===== src/rtl/smc_pkg.sv =====
// Shared constants and types of the standby mode controller
package smc_pkg;

  // ----------------------------------------------------------------
  // Widths
  // ----------------------------------------------------------------
  localparam int SMC_AW = 16;
  localparam int SMC_DW = 8;

  // ----------------------------------------------------------------
  // Register offsets
  // ----------------------------------------------------------------
  localparam logic [15:0] SMC_ADDR_POWER_CONTROL_REG = 16'hfe07;
  localparam logic [15:0] SMC_ADDR_WDOG = 16'hfe0f;
  localparam logic [15:0] SMC_ADDR_XTPC = 16'hfe43;
  localparam logic [15:0] SMC_ADDR_ISTAT = 16'hfe50;
  localparam logic [15:0] SMC_ADDR_IMASK = 16'hfe51;
  localparam logic [15:0] SMC_ADDR_STATE = 16'hfe52;

  // ----------------------------------------------------------------
  // Field positions
  // ----------------------------------------------------------------
  localparam int SMC_POWER_CONTROL_REG_HALT_BIT = 0;
  localparam int SMC_POWER_CONTROL_REG_HOLD_BIT = 1;
  localparam int SMC_POWER_CONTROL_REG_SUB_BIT = 2;
  localparam int SMC_XTPC_SEL_BIT = 3;
  localparam int SMC_WDOG_CLR_EN_BIT = 4;
  localparam int SMC_IRQ_HALT_WAKE = 0;
  localparam int SMC_IRQ_HOLD_WAKE = 1;
  localparam int SMC_IRQ_RESET_EXIT = 2;
  localparam int SMC_IRQ_CLK_READY = 3;

  // ----------------------------------------------------------------
  // Values after reset and the watchdog clear mask
  // ----------------------------------------------------------------
  localparam logic [7:0] SMC_POWER_CONTROL_REG_RST = 8'h00;
  localparam logic [7:0] SMC_WDOG_RST = 8'h00;
  localparam logic [7:0] SMC_XTPC_RST = 8'h00;
  localparam logic [7:0] SMC_IMASK_RST = 8'h00;
  localparam logic [7:0] SMC_WDOG_CNT_MASK = 8'hf8;

  // ----------------------------------------------------------------
  // Timing: least time the CPU reset stays up after its cause clears
  // ----------------------------------------------------------------
  localparam int SMC_CLK_MHZ = 250;
  localparam int SMC_RST_HOLD_NS = 40;
  localparam int SMC_RST_HOLD_CYC = (SMC_RST_HOLD_NS * SMC_CLK_MHZ + 999) / 1000;
  localparam logic [7:0] SMC_RST_HOLD_CNT = 8'(SMC_RST_HOLD_CYC);

  // ----------------------------------------------------------------
  // Types
  // ----------------------------------------------------------------
  typedef enum logic [2:0] {
    SMC_ST_RESET = 3'h0,
    SMC_ST_NORMAL = 3'h1,
    SMC_ST_HALT = 3'h2,
    SMC_ST_HOLD = 3'h3,
    SMC_ST_SUBHOLD = 3'h4,
    SMC_ST_WAKE = 3'h5
  } smc_state_e;

  typedef struct packed {
    logic external_interrupt_0;
    logic external_interrupt_1;
    logic external_interrupt_2;
    logic external_interrupt_4;
    logic external_interrupt_5;
    logic port0_wake_interrupt;
    logic base_timer;
    logic remote_rx;
    logic other;
  } smc_wake_s;

  typedef struct packed {
    logic cpu_run;
    logic cpu_reset;
    logic periph_run;
    logic serial_tx_en;
    logic base_timer_run;
    logic main_osc_en;
    logic sub_osc_en;
    logic osc_pin_gpio;
  } smc_ctl_s;

endpackage : smc_pkg


===== src/rtl/smc_standby.sv =====
// Standby mode controller: normal, halt, hold and subclock hold sequencing
// Functional notes
// - Reset cause during standby enters reset state
// - Halt disables serial transmit, others keep state
// - Other peripherals run in halt, stop in holds
// - Base timer stops in reset and hold
// - Halt wake returns normal, clears power bit0
// - Hold wakes by listed interrupts, clears bit1
// - Pin select from bit3, frozen during hold
// - Hold entry sets power control bit0
// - Standby entry clears watchdog bits when enabled
//
// The address-and-strobe port and the address map were decided locally.
`timescale 1ns/10ps
`default_nettype none

module smc_standby
  import smc_pkg::*;
(
  input wire logic CLK_IN,
  input wire logic RST_IN,
  input wire logic [SMC_AW-1:0] ADDR_IN,
  input wire logic [SMC_DW-1:0] WDATA_IN,
  input wire logic WR_IN,
  input wire logic RD_IN,
  output logic [SMC_DW-1:0] RDATA_OUT,
  input wire smc_wake_s WAKE_IN,
  input wire logic EXT_RESET_PIN_IN,
  input wire logic WDOG_RESET_IN,
  input wire logic MAIN_CLK_READY_IN,
  output smc_ctl_s CTL_OUT,
  output logic [2:0] STATE_OUT,
  output logic IRQ_OUT
);

  // ----------------------------------------------------------------
  // Input synchronisers
  // ----------------------------------------------------------------
  logic ext_rst_meta;
  logic ext_rst_sync;
  logic clk_rdy_meta;
  logic clk_rdy_sync;

  always_ff @(posedge CLK_IN) begin
    if (RST_IN) begin
      ext_rst_meta <= 1'b0;
      ext_rst_sync <= 1'b0;
    end else begin
      ext_rst_meta <= EXT_RESET_PIN_IN;
      ext_rst_sync <= ext_rst_meta;
    end
  end

  always_ff @(posedge CLK_IN) begin
    if (RST_IN) begin
      clk_rdy_meta <= 1'b0;
      clk_rdy_sync <= 1'b0;
    end else begin
      clk_rdy_meta <= MAIN_CLK_READY_IN;
      clk_rdy_sync <= clk_rdy_meta;
    end
  end

  // ----------------------------------------------------------------
  // State and registers
  // ----------------------------------------------------------------
  smc_state_e state;
  smc_state_e next_state;
  smc_state_e wake_target;
  smc_state_e next_wake_target;
  logic [7:0] power_control_reg;
  logic [7:0] next_power_control_reg;
  logic [7:0] watchdog_ctrl_reg;
  logic [7:0] next_watchdog_ctrl_reg;
  logic [7:0] crystal_pin_control_reg;
  logic [7:0] irq_status;
  logic [7:0] irq_mask;
  wire [7:0] next_irq_status;
  logic [7:0] rst_cnt;
  logic [7:0] next_rst_cnt;
  smc_ctl_s next_ctl;

  // ----------------------------------------------------------------
  // Bus decode
  // ----------------------------------------------------------------
  wire sel_power_control_reg = ADDR_IN == SMC_ADDR_POWER_CONTROL_REG;
  wire sel_wdog = ADDR_IN == SMC_ADDR_WDOG;
  wire sel_xtpc = ADDR_IN == SMC_ADDR_XTPC;
  wire sel_istat = ADDR_IN == SMC_ADDR_ISTAT;
  wire sel_imask = ADDR_IN == SMC_ADDR_IMASK;
  wire sel_state = ADDR_IN == SMC_ADDR_STATE;
  // The stopped CPU cannot issue standby writes
  wire cpu_active = state == SMC_ST_NORMAL;
  wire wr_power_control_reg = WR_IN && sel_power_control_reg && cpu_active;
  wire wr_wdog = WR_IN && sel_wdog;
  wire wr_xtpc = WR_IN && sel_xtpc;
  wire wr_istat = WR_IN && sel_istat;
  wire wr_imask = WR_IN && sel_imask;
  wire [7:0] rd_mux =
    sel_power_control_reg ? power_control_reg :
    sel_wdog ? watchdog_ctrl_reg :
    sel_xtpc ? crystal_pin_control_reg :
    sel_istat ? irq_status :
    sel_imask ? irq_mask :
    sel_state ? {5'h00, state} : 8'h00;

  // ----------------------------------------------------------------
  // Wake and reset sources
  // ----------------------------------------------------------------
  wire reset_cause = ext_rst_sync || WDOG_RESET_IN;
  wire hold_wake = WAKE_IN.external_interrupt_0 || WAKE_IN.external_interrupt_1 ||
                   WAKE_IN.external_interrupt_2 || WAKE_IN.external_interrupt_4 ||
                   WAKE_IN.external_interrupt_5 || WAKE_IN.port0_wake_interrupt;
  wire sub_wake = hold_wake || WAKE_IN.base_timer || WAKE_IN.remote_rx;
  wire halt_wake = |WAKE_IN;
  wire in_standby = state == SMC_ST_HALT || state == SMC_ST_HOLD ||
                    state == SMC_ST_SUBHOLD || state == SMC_ST_WAKE;
  wire enter_hold = wr_power_control_reg && WDATA_IN[SMC_POWER_CONTROL_REG_HOLD_BIT];
  wire enter_halt = wr_power_control_reg && !WDATA_IN[SMC_POWER_CONTROL_REG_HOLD_BIT] && WDATA_IN[SMC_POWER_CONTROL_REG_HALT_BIT];
  wire enter_any = enter_hold || enter_halt;
  wire halt_exit = state == SMC_ST_HALT && halt_wake && !reset_cause;
  wire hold_exit = !reset_cause && ((state == SMC_ST_HOLD && hold_wake) ||
                                    (state == SMC_ST_SUBHOLD && sub_wake));
  wire wake_done = state == SMC_ST_WAKE && clk_rdy_sync && !reset_cause;
  wire reset_exit = in_standby && reset_cause;
  wire next_hold_like = next_state == SMC_ST_HOLD || next_state == SMC_ST_SUBHOLD;

  // ----------------------------------------------------------------
  // Next state
  // ----------------------------------------------------------------
  always_comb begin
    next_state = state;
    next_wake_target = wake_target;
    if (reset_cause) begin
      next_state = SMC_ST_RESET;
    end else begin
      unique case (state)
        SMC_ST_RESET: begin
          if (rst_cnt == 8'h00 && clk_rdy_sync) begin
            next_state = SMC_ST_NORMAL;
          end
        end
        SMC_ST_NORMAL: begin
          if (enter_hold) begin
            next_state = WDATA_IN[SMC_POWER_CONTROL_REG_SUB_BIT] ? SMC_ST_SUBHOLD : SMC_ST_HOLD;
          end else if (enter_halt) begin
            next_state = SMC_ST_HALT;
          end
        end
        SMC_ST_HALT: begin
          if (halt_wake) begin
            next_state = SMC_ST_WAKE;
            next_wake_target = SMC_ST_NORMAL;
          end
        end
        SMC_ST_HOLD, SMC_ST_SUBHOLD: begin
          if (hold_exit) begin
            next_state = SMC_ST_WAKE;
            next_wake_target = SMC_ST_HALT;
          end
        end
        SMC_ST_WAKE: begin
          if (clk_rdy_sync) begin
            next_state = wake_target;
          end
        end
        default: begin
          next_state = SMC_ST_RESET;
        end
      endcase
    end
  end

  // ----------------------------------------------------------------
  // Register updates
  // ----------------------------------------------------------------
  always_comb begin
    next_power_control_reg = power_control_reg;
    if (state == SMC_ST_RESET || reset_cause) begin
      next_power_control_reg = SMC_POWER_CONTROL_REG_RST;
    end else if (wr_power_control_reg) begin
      next_power_control_reg = WDATA_IN;
      if (enter_hold) begin
        next_power_control_reg[SMC_POWER_CONTROL_REG_HALT_BIT] = 1'b1;
      end
    end else if (halt_exit) begin
      next_power_control_reg[SMC_POWER_CONTROL_REG_HALT_BIT] = 1'b0;
    end else if (hold_exit) begin
      next_power_control_reg[SMC_POWER_CONTROL_REG_HOLD_BIT] = 1'b0;
    end
  end

  always_comb begin
    next_watchdog_ctrl_reg = watchdog_ctrl_reg;
    if (wr_wdog) begin
      next_watchdog_ctrl_reg = WDATA_IN;
    end else if (enter_any && watchdog_ctrl_reg[SMC_WDOG_CLR_EN_BIT]) begin
      next_watchdog_ctrl_reg = watchdog_ctrl_reg & SMC_WDOG_CNT_MASK;
    end
  end

  // Hold the CPU in reset a fixed time after the last cause clears
  always_comb begin
    next_rst_cnt = rst_cnt;
    if (reset_cause) begin
      next_rst_cnt = SMC_RST_HOLD_CNT;
    end else if (state == SMC_ST_RESET && rst_cnt != 8'h00) begin
      next_rst_cnt = rst_cnt - 8'h01;
    end
  end

  // ----------------------------------------------------------------
  // Interrupt status: set wins over write-one-to-clear
  // ----------------------------------------------------------------
  logic [7:0] irq_events;
  wire [7:0] irq_clear = wr_istat ? WDATA_IN : 8'h00;

  always_comb begin
    irq_events = 8'h00;
    irq_events[SMC_IRQ_HALT_WAKE] = halt_exit;
    irq_events[SMC_IRQ_HOLD_WAKE] = hold_exit;
    irq_events[SMC_IRQ_RESET_EXIT] = reset_exit;
    irq_events[SMC_IRQ_CLK_READY] = wake_done;
  end

  // A bit whose event and clear meet in one cycle stays set
  for (genvar i = 0; i < 8; i++) begin : g_irq_bit
    assign next_irq_status[i] = irq_events[i] || (irq_status[i] && !irq_clear[i]);
  end

  // ----------------------------------------------------------------
  // Coming-state decode
  // ----------------------------------------------------------------
  wire nxt_reset = next_state == SMC_ST_RESET;
  wire nxt_normal = next_state == SMC_ST_NORMAL;
  wire nxt_halt = next_state == SMC_ST_HALT;
  wire nxt_hold = next_state == SMC_ST_HOLD;
  wire nxt_subhold = next_state == SMC_ST_SUBHOLD;
  wire nxt_wake = next_state == SMC_ST_WAKE;
  // A base timer that ran into the wake state keeps running until the mode returns
  wire timer_carry = nxt_wake && CTL_OUT.base_timer_run &&
                     (state == SMC_ST_HALT || state == SMC_ST_SUBHOLD || state == SMC_ST_WAKE);

  // ----------------------------------------------------------------
  // Mode outputs, decided from the coming state
  // ----------------------------------------------------------------
  always_comb begin
    next_ctl.cpu_run = nxt_normal;
    next_ctl.cpu_reset = nxt_reset;
    next_ctl.periph_run = nxt_normal || nxt_halt;
    next_ctl.serial_tx_en = nxt_normal;
    next_ctl.base_timer_run = nxt_normal || nxt_halt || nxt_subhold || timer_carry;
    next_ctl.main_osc_en = !next_hold_like;
    next_ctl.sub_osc_en = !nxt_hold;
    next_ctl.osc_pin_gpio = next_hold_like ? CTL_OUT.osc_pin_gpio :
                            crystal_pin_control_reg[SMC_XTPC_SEL_BIT];
  end

  // ----------------------------------------------------------------
  // Flip-flops
  // ----------------------------------------------------------------
  always_ff @(posedge CLK_IN) begin
    if (RST_IN) begin
      state <= SMC_ST_RESET;
      wake_target <= SMC_ST_NORMAL;
    end else begin
      state <= next_state;
      wake_target <= next_wake_target;
    end
  end

  always_ff @(posedge CLK_IN) begin
    if (RST_IN) begin
      power_control_reg <= SMC_POWER_CONTROL_REG_RST;
    end else begin
      power_control_reg <= next_power_control_reg;
    end
  end

  always_ff @(posedge CLK_IN) begin
    if (RST_IN) begin
      watchdog_ctrl_reg <= SMC_WDOG_RST;
    end else begin
      watchdog_ctrl_reg <= next_watchdog_ctrl_reg;
    end
  end

  always_ff @(posedge CLK_IN) begin
    if (RST_IN) begin
      rst_cnt <= SMC_RST_HOLD_CNT;
    end else begin
      rst_cnt <= next_rst_cnt;
    end
  end

  always_ff @(posedge CLK_IN) begin
    if (RST_IN) begin
      irq_status <= 8'h00;
    end else begin
      irq_status <= next_irq_status;
    end
  end

  always_ff @(posedge CLK_IN) begin
    if (RST_IN) begin
      crystal_pin_control_reg <= SMC_XTPC_RST;
    end else if (wr_xtpc) begin
      crystal_pin_control_reg <= WDATA_IN;
    end
  end

  always_ff @(posedge CLK_IN) begin
    if (RST_IN) begin
      irq_mask <= SMC_IMASK_RST;
    end else if (wr_imask) begin
      irq_mask <= WDATA_IN;
    end
  end

  always_ff @(posedge CLK_IN) begin
    if (RST_IN) begin
      CTL_OUT <= '0;
      STATE_OUT <= 3'h0;
    end else begin
      CTL_OUT <= next_ctl;
      STATE_OUT <= next_state;
    end
  end

  always_ff @(posedge CLK_IN) begin
    if (RST_IN) begin
      RDATA_OUT <= 8'h00;
    end else begin
      RDATA_OUT <= RD_IN ? rd_mux : 8'h00;
    end
  end

  always_ff @(posedge CLK_IN) begin
    if (RST_IN) begin
      IRQ_OUT <= 1'b0;
    end else begin
      IRQ_OUT <= |(next_irq_status & irq_mask);
    end
  end

endmodule : smc_standby
`default_nettype wire


===== config.mk =====
export PLATFORM = sky130hd
export DESIGN_NAME = smc_standby
export DESIGN_NICKNAME = d
export VERILOG_FILES = /design/src/rtl/smc_pkg.sv /design/src/rtl/smc_standby.sv
export SDC_FILE = /design/constraint.sdc
export NUM_CORES = 1
export LEC_CHECK = 0
export ABC_AREA = 1
export BUFFER_PORTS_ARGS = -buffer_cell sky130_fd_sc_hd__buf_4
export CAP_MARGIN = 20
export CORE_MARGIN = 5
export CORE_UTILIZATION = 56
export DETAILED_ROUTE_END_ITERATION = 6
export GPL_TIMING_DRIVEN = 1
export PLACE_DENSITY = 0.78
export REMOVE_ABC_BUFFERS = 1
export SYNTH_ARGS = -nofsm -noshare
export SYNTH_HDL_FRONTEND = slang
export SYNTH_SLANG_ARGS = --single-unit

===== constraint.sdc =====
create_clock -name CLK_IN -period 2.6 [get_ports CLK_IN]
set_clock_uncertainty 0.05 [all_clocks]
set_input_delay 0.78 -clock CLK_IN [delete_from_list [all_inputs] [get_ports CLK_IN]]
set_output_delay 0.78 -clock CLK_IN [all_outputs]
set_load 0.01 [all_outputs]

==> results.cfg, run 1 <==
[status]
run_status = completed

[worst_setup_path]
crit_top_cell = nand2_1
slowest_delay_ps = 210
cp_slowest_cell = inv_1
crit_path_start = ADDR_IN[8]
crit_end = CTL_OUT[0]
arrival_ps = 2460
r2r_cells = 10
cp-start-kind = input pin
path_cells = buf_4 > inv_1 > nand2_1 > nor2_1 > nand2_1 > inv_1 > nand3_2 > nor2_1 > nand3_1 > nand2_1 > nand3_1 > nand2_1 > nand3_1 > nand2_1 > nor2_1
r2r-start = rst_cnt[1]
crit_type = input pin to register
crit_fanout = 5
regToRegSetupSlack_ps = 450
critPathRequiredTime_ps = 2790
reg2reg_to = rst_cnt[7]
end_kind = register

[logic_synthesis]
yosys.area_share.simple_pct = 28.8
synth_enable_flop_cells = 0
synth_cell_type_count = 36
synthXorXnorAreaFrac_pct = 0.254
seq_area_frac_synth_pct = 42.3
ys.flop_type = dfxtp_1
syn_area_um2 = 3450
synth_top_cells_by_area = dfxtp_1 (42%), nand2_1 (11%), nor2_1 (8.5%)
synth_top_family_by_area = simple AND/OR/NAND/NOR gates
ys_async_sr_fraction_pct = 0
netlist_instances = 509
synth-adder-area-share_pct = 0.362
yosys.area.top_type = dfxtp_1
ys_ff_latch = 73
yosysTopAreaCellShare_pct = 42.3
synth_warnings = 0
synth.most_common_cell = nand2_1
post_synth_mux_area_share_pct = 0
netlist_top_cells_count = nand2_1 (98), nor2_1 (78), inv_1 (76)
synth_compound_area_share_pct = 18.3
synth.avg_cell_area_um2 = 6.79

[routing]
drtIter0Drc = 272
wire_per_inst_um = 13.8
drcViolationCount = 0
num_vias = 3584
dr.pass1.iters = 5
vias_per_cell = 5.41
drt-total-wl_um = 9150
final_antenna_net_count = 0

[cts]
cts_resized = 0
postCtsSetupBuffers = 0
cts_tree = yes
hold_buffers = 0
htreeDepth = 3
clk_pin_slew_ps = 70
cts_buffer_depth = 2
cts_root_buf = clkbuf_8
cts.sinks = 73
numCtsBuffers = 9
clkLatencyLatePin_ps = 340

[final_layout]
layout.cells.non_filler = 663
fin_nets = 624
drive_above_1_share_pct = 18.2
diodes = 0
area_growth_pct = 23.3
final_cell_area_um2 = 4260
fillCellCount = 502

[power]
seqPwrFrac_pct = 51.9
ir_drop_mv = 0.400
clkPwrFrac_pct = 41.9
power.density_nw_per_um2 = 511
power_mw = 2.18
pwr-share-comb_pct = 6.2
sw_frac_of_total_pct = 22.7
p_switching_uw = 495
p_int_mw = 1.68
leakage_nw = 1.93

[sta]
report.final.slew_viol_count = 0
post-route-min-period_ps = 2270
clock.fmax_mhz = 441
rsz0062_at_grt = no
worst_pin_slew_ps = 394
tns_ps = 0
period_share_pct = 87.2
relSlewSlack_pct = 73.6
setup_viol = 0
hold_viol = 0

[placed_design]
post-dp-hpwl_um = 6780
place.gp.congestion = 0.898
dp_cells = 647
postPlaceCellArea_um2 = 4050
portBuffers = 59

[die]
start_util_pct = 58.0
fp.coreArea_um2 = 5960
ios = 60
dieArea_um2 = 7840
rows = 28
dieWidth_um = 88.5
die_height_um = 88.5

[global_routing]
grt_pass1_wl_um = 15200
grt_pass1_vias = 3472
overflow = 0
grt_usage_pct = 24.8
antenna_found_initial = 0
grt_max_degree = 32

[job]
maxCapViolations = 0

[min_path]
worstHoldPathType = register to register
## worst min path at each step
| stage | startpoint | endpoint | cells after the start |
|---|---|---|---|
| global placement | clk_rdy_meta | clk_rdy_sync | 2 |
| global route | ext_rst_meta | ext_rst_sync | 2 |
| detailed placement | clk_rdy_meta | clk_rdy_sync | 2 |
| finish | ext_rst_meta | ext_rst_sync | 2 |
| floorplan | clk_rdy_meta | clk_rdy_sync | 2 |
| CTS | clk_rdy_meta | clk_rdy_sync | 2 |
## logic make-up (layout without fill, tap and decap cells)
| group | count (synthesis) | count (layout) |
|---|---|---|
| simple gates | 229 | 229 |
| compound gates | 115 | 115 |
| buf+inv | 90 | 169 |
| flops | 73 | 73 |
| fa+ha+maj | 1 | 1 |
| xor+xnor | 1 | 1 |
## stage by stage
step	hold WS (ps)	util [%]	setup slack, ps
2_1_floorplan	338	-	216
3_3_place_gp	341	68.0	113
3_5_place_dp	345	68.0	43.1
4_1_cts	356	71.5	401
5_1_grt	378	71.5	186
6_report	357	71.5	333
## layout by cell type, fill, tap and decap left out, types with 2 or more instances in the layout
cell type	synthesis	final
nand2_1	98	98
inv_2	3	3
o211ai_1	6	6
clkbuf_8	0	11
nor2_1	78	78
nor2_2	7	7
o22ai_1	3	3
nand4_1	9	9
dfxtp_1	73	73
nand3_1	21	21
a21oi_1	44	44
nor3_1	5	5
buf_4	1	73
inv_1	76	76
a31oi_1	2	2
o221ai_1	3	3
nand2_2	3	3
a211oi_1	6	6
o21ai_0	47	47
## per-layer routing
| metal | global-route usage [%] | vias up | routed length (um) | part of all wire (%) |
|---|---|---|---|---|
| met1 | 30.2 | 1651 | 3910 | 43 |
| met4 | 12.6 | 0 | 238 | 2.6 |
| met2 | 42.2 | 115 | 4480 | 49 |
| met5 | 0 | - | 0 | 0 |
| met3 | 4.00 | 25 | 525 | 5.7 |
| li1 | - | 1793 | - | - |
## worst max-delay path, delay by kind of cell
family	cells	cell delay (ps)
simple gates	12	1330
buf+inv	3	360
## layout make-up
class | count | area, um2 | share of cell area [%]
Clock inverter | 4 | 51.3 | 1.20
Tap cell | 75 | 93.8 | 2.20
Timing Repair Buffer | 73 | 548 | 12.9
Clock buffer | 12 | 155 | 3.64
Multi-Input combinational cell | 346 | 1650 | 38.7
Inverter | 80 | 300 | 7.05
Sequential cell | 73 | 1460 | 34.3
## power groups by stage
stage	Sequential [mW]	Clock [mW]	Combinational, mW
floorplan	1.16	0	0.0458
global placement	1.16	0	0.130
detailed placement	1.16	0	0.133
CTS	1.13	0.923	0.134
global route	1.13	0.980	0.149
finish	1.13	0.911	0.135
Note: power is estimated with default switching activity, not from simulation.
==> inputs of run 2 (changes only) <==
Settings changed: ABC_AREA 1 to unset, CORE_UTILIZATION 56 to 55, PLACE_DENSITY 0.78 to 0.77.
==> results.cfg, run 2 <==
[worst_setup_path]
critPathRequiredTime_ps = 2800
crit_fanout = 5
end_kind = register
crit_type = input pin to register
arrival_ps = 2510
cp-start-kind = input pin

[logic_synthesis]
syn_area_um2 = 3400
synth_top_cells_by_area = dfxtp_1 (43%), nand2_1 (7.3%), a21oi_1 (6.6%)
synth_cell_type_count = 61
netlist_top_cells_count = dfxtp_1 (73), nand2_1 (66), a21oi_1 (45)
ys_async_sr_fraction_pct = 0
synth_warnings = 0
ys_ff_latch = 73
ys.flop_type = dfxtp_1
synth.avg_cell_area_um2 = 8.41
yosys.area.top_type = dfxtp_1
synth_enable_flop_cells = 0
yosysTopAreaCellShare_pct = 42.9
synth.most_common_cell = dfxtp_1
netlist_instances = 405
seq_area_frac_synth_pct = 42.9

[routing]
wl_met1_um = 4130
drtIter0Drc = 266
drcViolationCount = 0
drt-total-wl_um = 9150
wl_met3_um = 714
vias_per_cell = 5.95
dr_wl_met2_um = 4140
wire_per_inst_um = 16.4
top_layer_used = met4
dr.pass1.iters = 6
num_vias = 3316
final_antenna_net_count = 0

[cts]
clk_pin_slew_ps = 70
numCtsBuffers = 9
cts_resized = 0
cts_tree = yes
hold_buffers = 0
cts_root_buf = clkbuf_8
cts.sinks = 73
cts_buffer_depth = 2
clkLatencyLatePin_ps = 350
htreeDepth = 3
postCtsSetupBuffers = 0

[final_layout]
final_common_cell = buf_4
fin_nets = 519
layout_common_cells = buf_4 (85), dfxtp_1 (73), nand2_1 (66)
fillCellCount = 504
area_growth_pct = 25.0
final_core_utilization_pct = 71.4
drive_above_1_share_pct = 23.7
diodes = 0
final_cell_area_um2 = 4250

[die]
fp.coreArea_um2 = 5960
ios = 60
dieArea_um2 = 7860
die_height_um = 88.7
dieWidth_um = 88.7
rows = 28
start_util_pct = 57.2

[sta]
clock.fmax_mhz = 434
hold_viol = 0
rsz0062_at_grt = no
relSlewSlack_pct = 62.4
post-route-min-period_ps = 2300
setup_viol = 0
period_share_pct = 88.6
report.final.slew_viol_count = 0
worst_pin_slew_ps = 559
worst_slack_ps = 297

[power]
sw_frac_of_total_pct = 22.5
p_int_mw = 1.73
p_switching_uw = 505
leakage_nw = 1.69
ir_drop_mv = 0.388
seqPwrFrac_pct = 50.5
pwr-share-comb_pct = 6.8
power_mw = 2.24
clkPwrFrac_pct = 42.7
power.density_nw_per_um2 = 526

[global_routing]
grt_pass1_vias = 3142
grt_pass1_wl_um = 15000
overflow = 0
grt_max_degree = 41
grt_usage_pct = 24.7
antenna_found_initial = 0

[min_path]
worstHoldPathType = register to register

[status]
run_status = completed

[job]
maxCapViolations = 0

[placed_design]
post-dp-hpwl_um = 6700
portBuffers = 59
place.gp.congestion = 0.933
postPlaceCellArea_um2 = 4050
dp_slack_ps = -43.8
## run 2: cell count changes after synthesis, sizes merged, moves of 6 or more
cell and delta:
a21o +8, a222oi +8, clkbuf +10, inv -67
nand2 -35, nand2b +6, nand4 -7, nor2 -67
nor2b +18, o21ai -34
## run 2: path summary, 6_finish.rpt
| check | start | to | slack [ps] | cells after the start |
|---|---|---|---|---|
| worst max register to register | STATE_OUT[2] | CTL_OUT[0] | 430 | 6 |
| worst max-delay path | ADDR_IN[8] | CTL_OUT[0] | 300 | 7 |
| worst min-delay path | ext_rst_meta | ext_rst_sync | 400 | 1 |
| worst min register to register | ext_rst_meta | ext_rst_sync | 400 | 1 |
## run 2: routing by layer
| metal | vias to the layer above | global-route usage, % |
|---|---|---|
| met2 | 158 | 39.1 |
| met3 | 16 | 4.93 |
| met1 | 1546 | 33.2 |
| met4 | 0 | 9.75 |
| li1 | 1596 | - |
| met5 | - | 0 |
## run 2: stage by stage
step           std cells  setup TNS [ps]  hold WS (ps)
6_report             557               0           397
4_1_cts              557               0           403
5_1_grt              557               0           414
3_5_place_dp         542           -43.8           391
3_3_place_gp         542               0           376
2_1_floorplan        381               0           364
## run 2: area by class of cell
| type | count | area, um2 | share of cell area (%) |
|---|---|---|---|
| sequential | 73 | 1460 | 34.4 |
| inverter | 12 | 45.0 | 1.06 |
| tap | 75 | 93.8 | 2.21 |
| timing repair buffer | 86 | 658 | 15.5 |
| multi-input combinational | 296 | 1790 | 42.0 |
| clock buffer | 10 | 128 | 3.00 |
| clock inverter | 5 | 81.3 | 1.91 |
## run 2: kinds of logic after synthesis
kind of cell	after synthesis	share of synthesized area, %
adders and majority gates	1	0.367
AOI/OAI and AO/OA	107	21.4
muxes	5	1.51
DFF	73	42.9
buffers and inverters	36	4.59
xor gates and xnor gates	6	1.54
and+or+nand+nor	177	27.7
## run 2: power by group through the flow
stage / clock network, mW / logic, mW / registers [mW]
after global placement: 0 / 0.149 / 1.16
after detailed placement: 0 / 0.151 / 1.16
final: 0.955 / 0.153 / 1.13
after floorplan: 0 / 0.0443 / 1.16
after CTS: 0.959 / 0.152 / 1.13
after global routing: 1.03 / 0.165 / 1.13
## run 2: critical path: stages
cell,delay [ps]
buf_4,100
and4bb_1,310
nor2b_1,260
nand4_1,170
a211o_4,400
a31o_4,260
o32ai_2,220
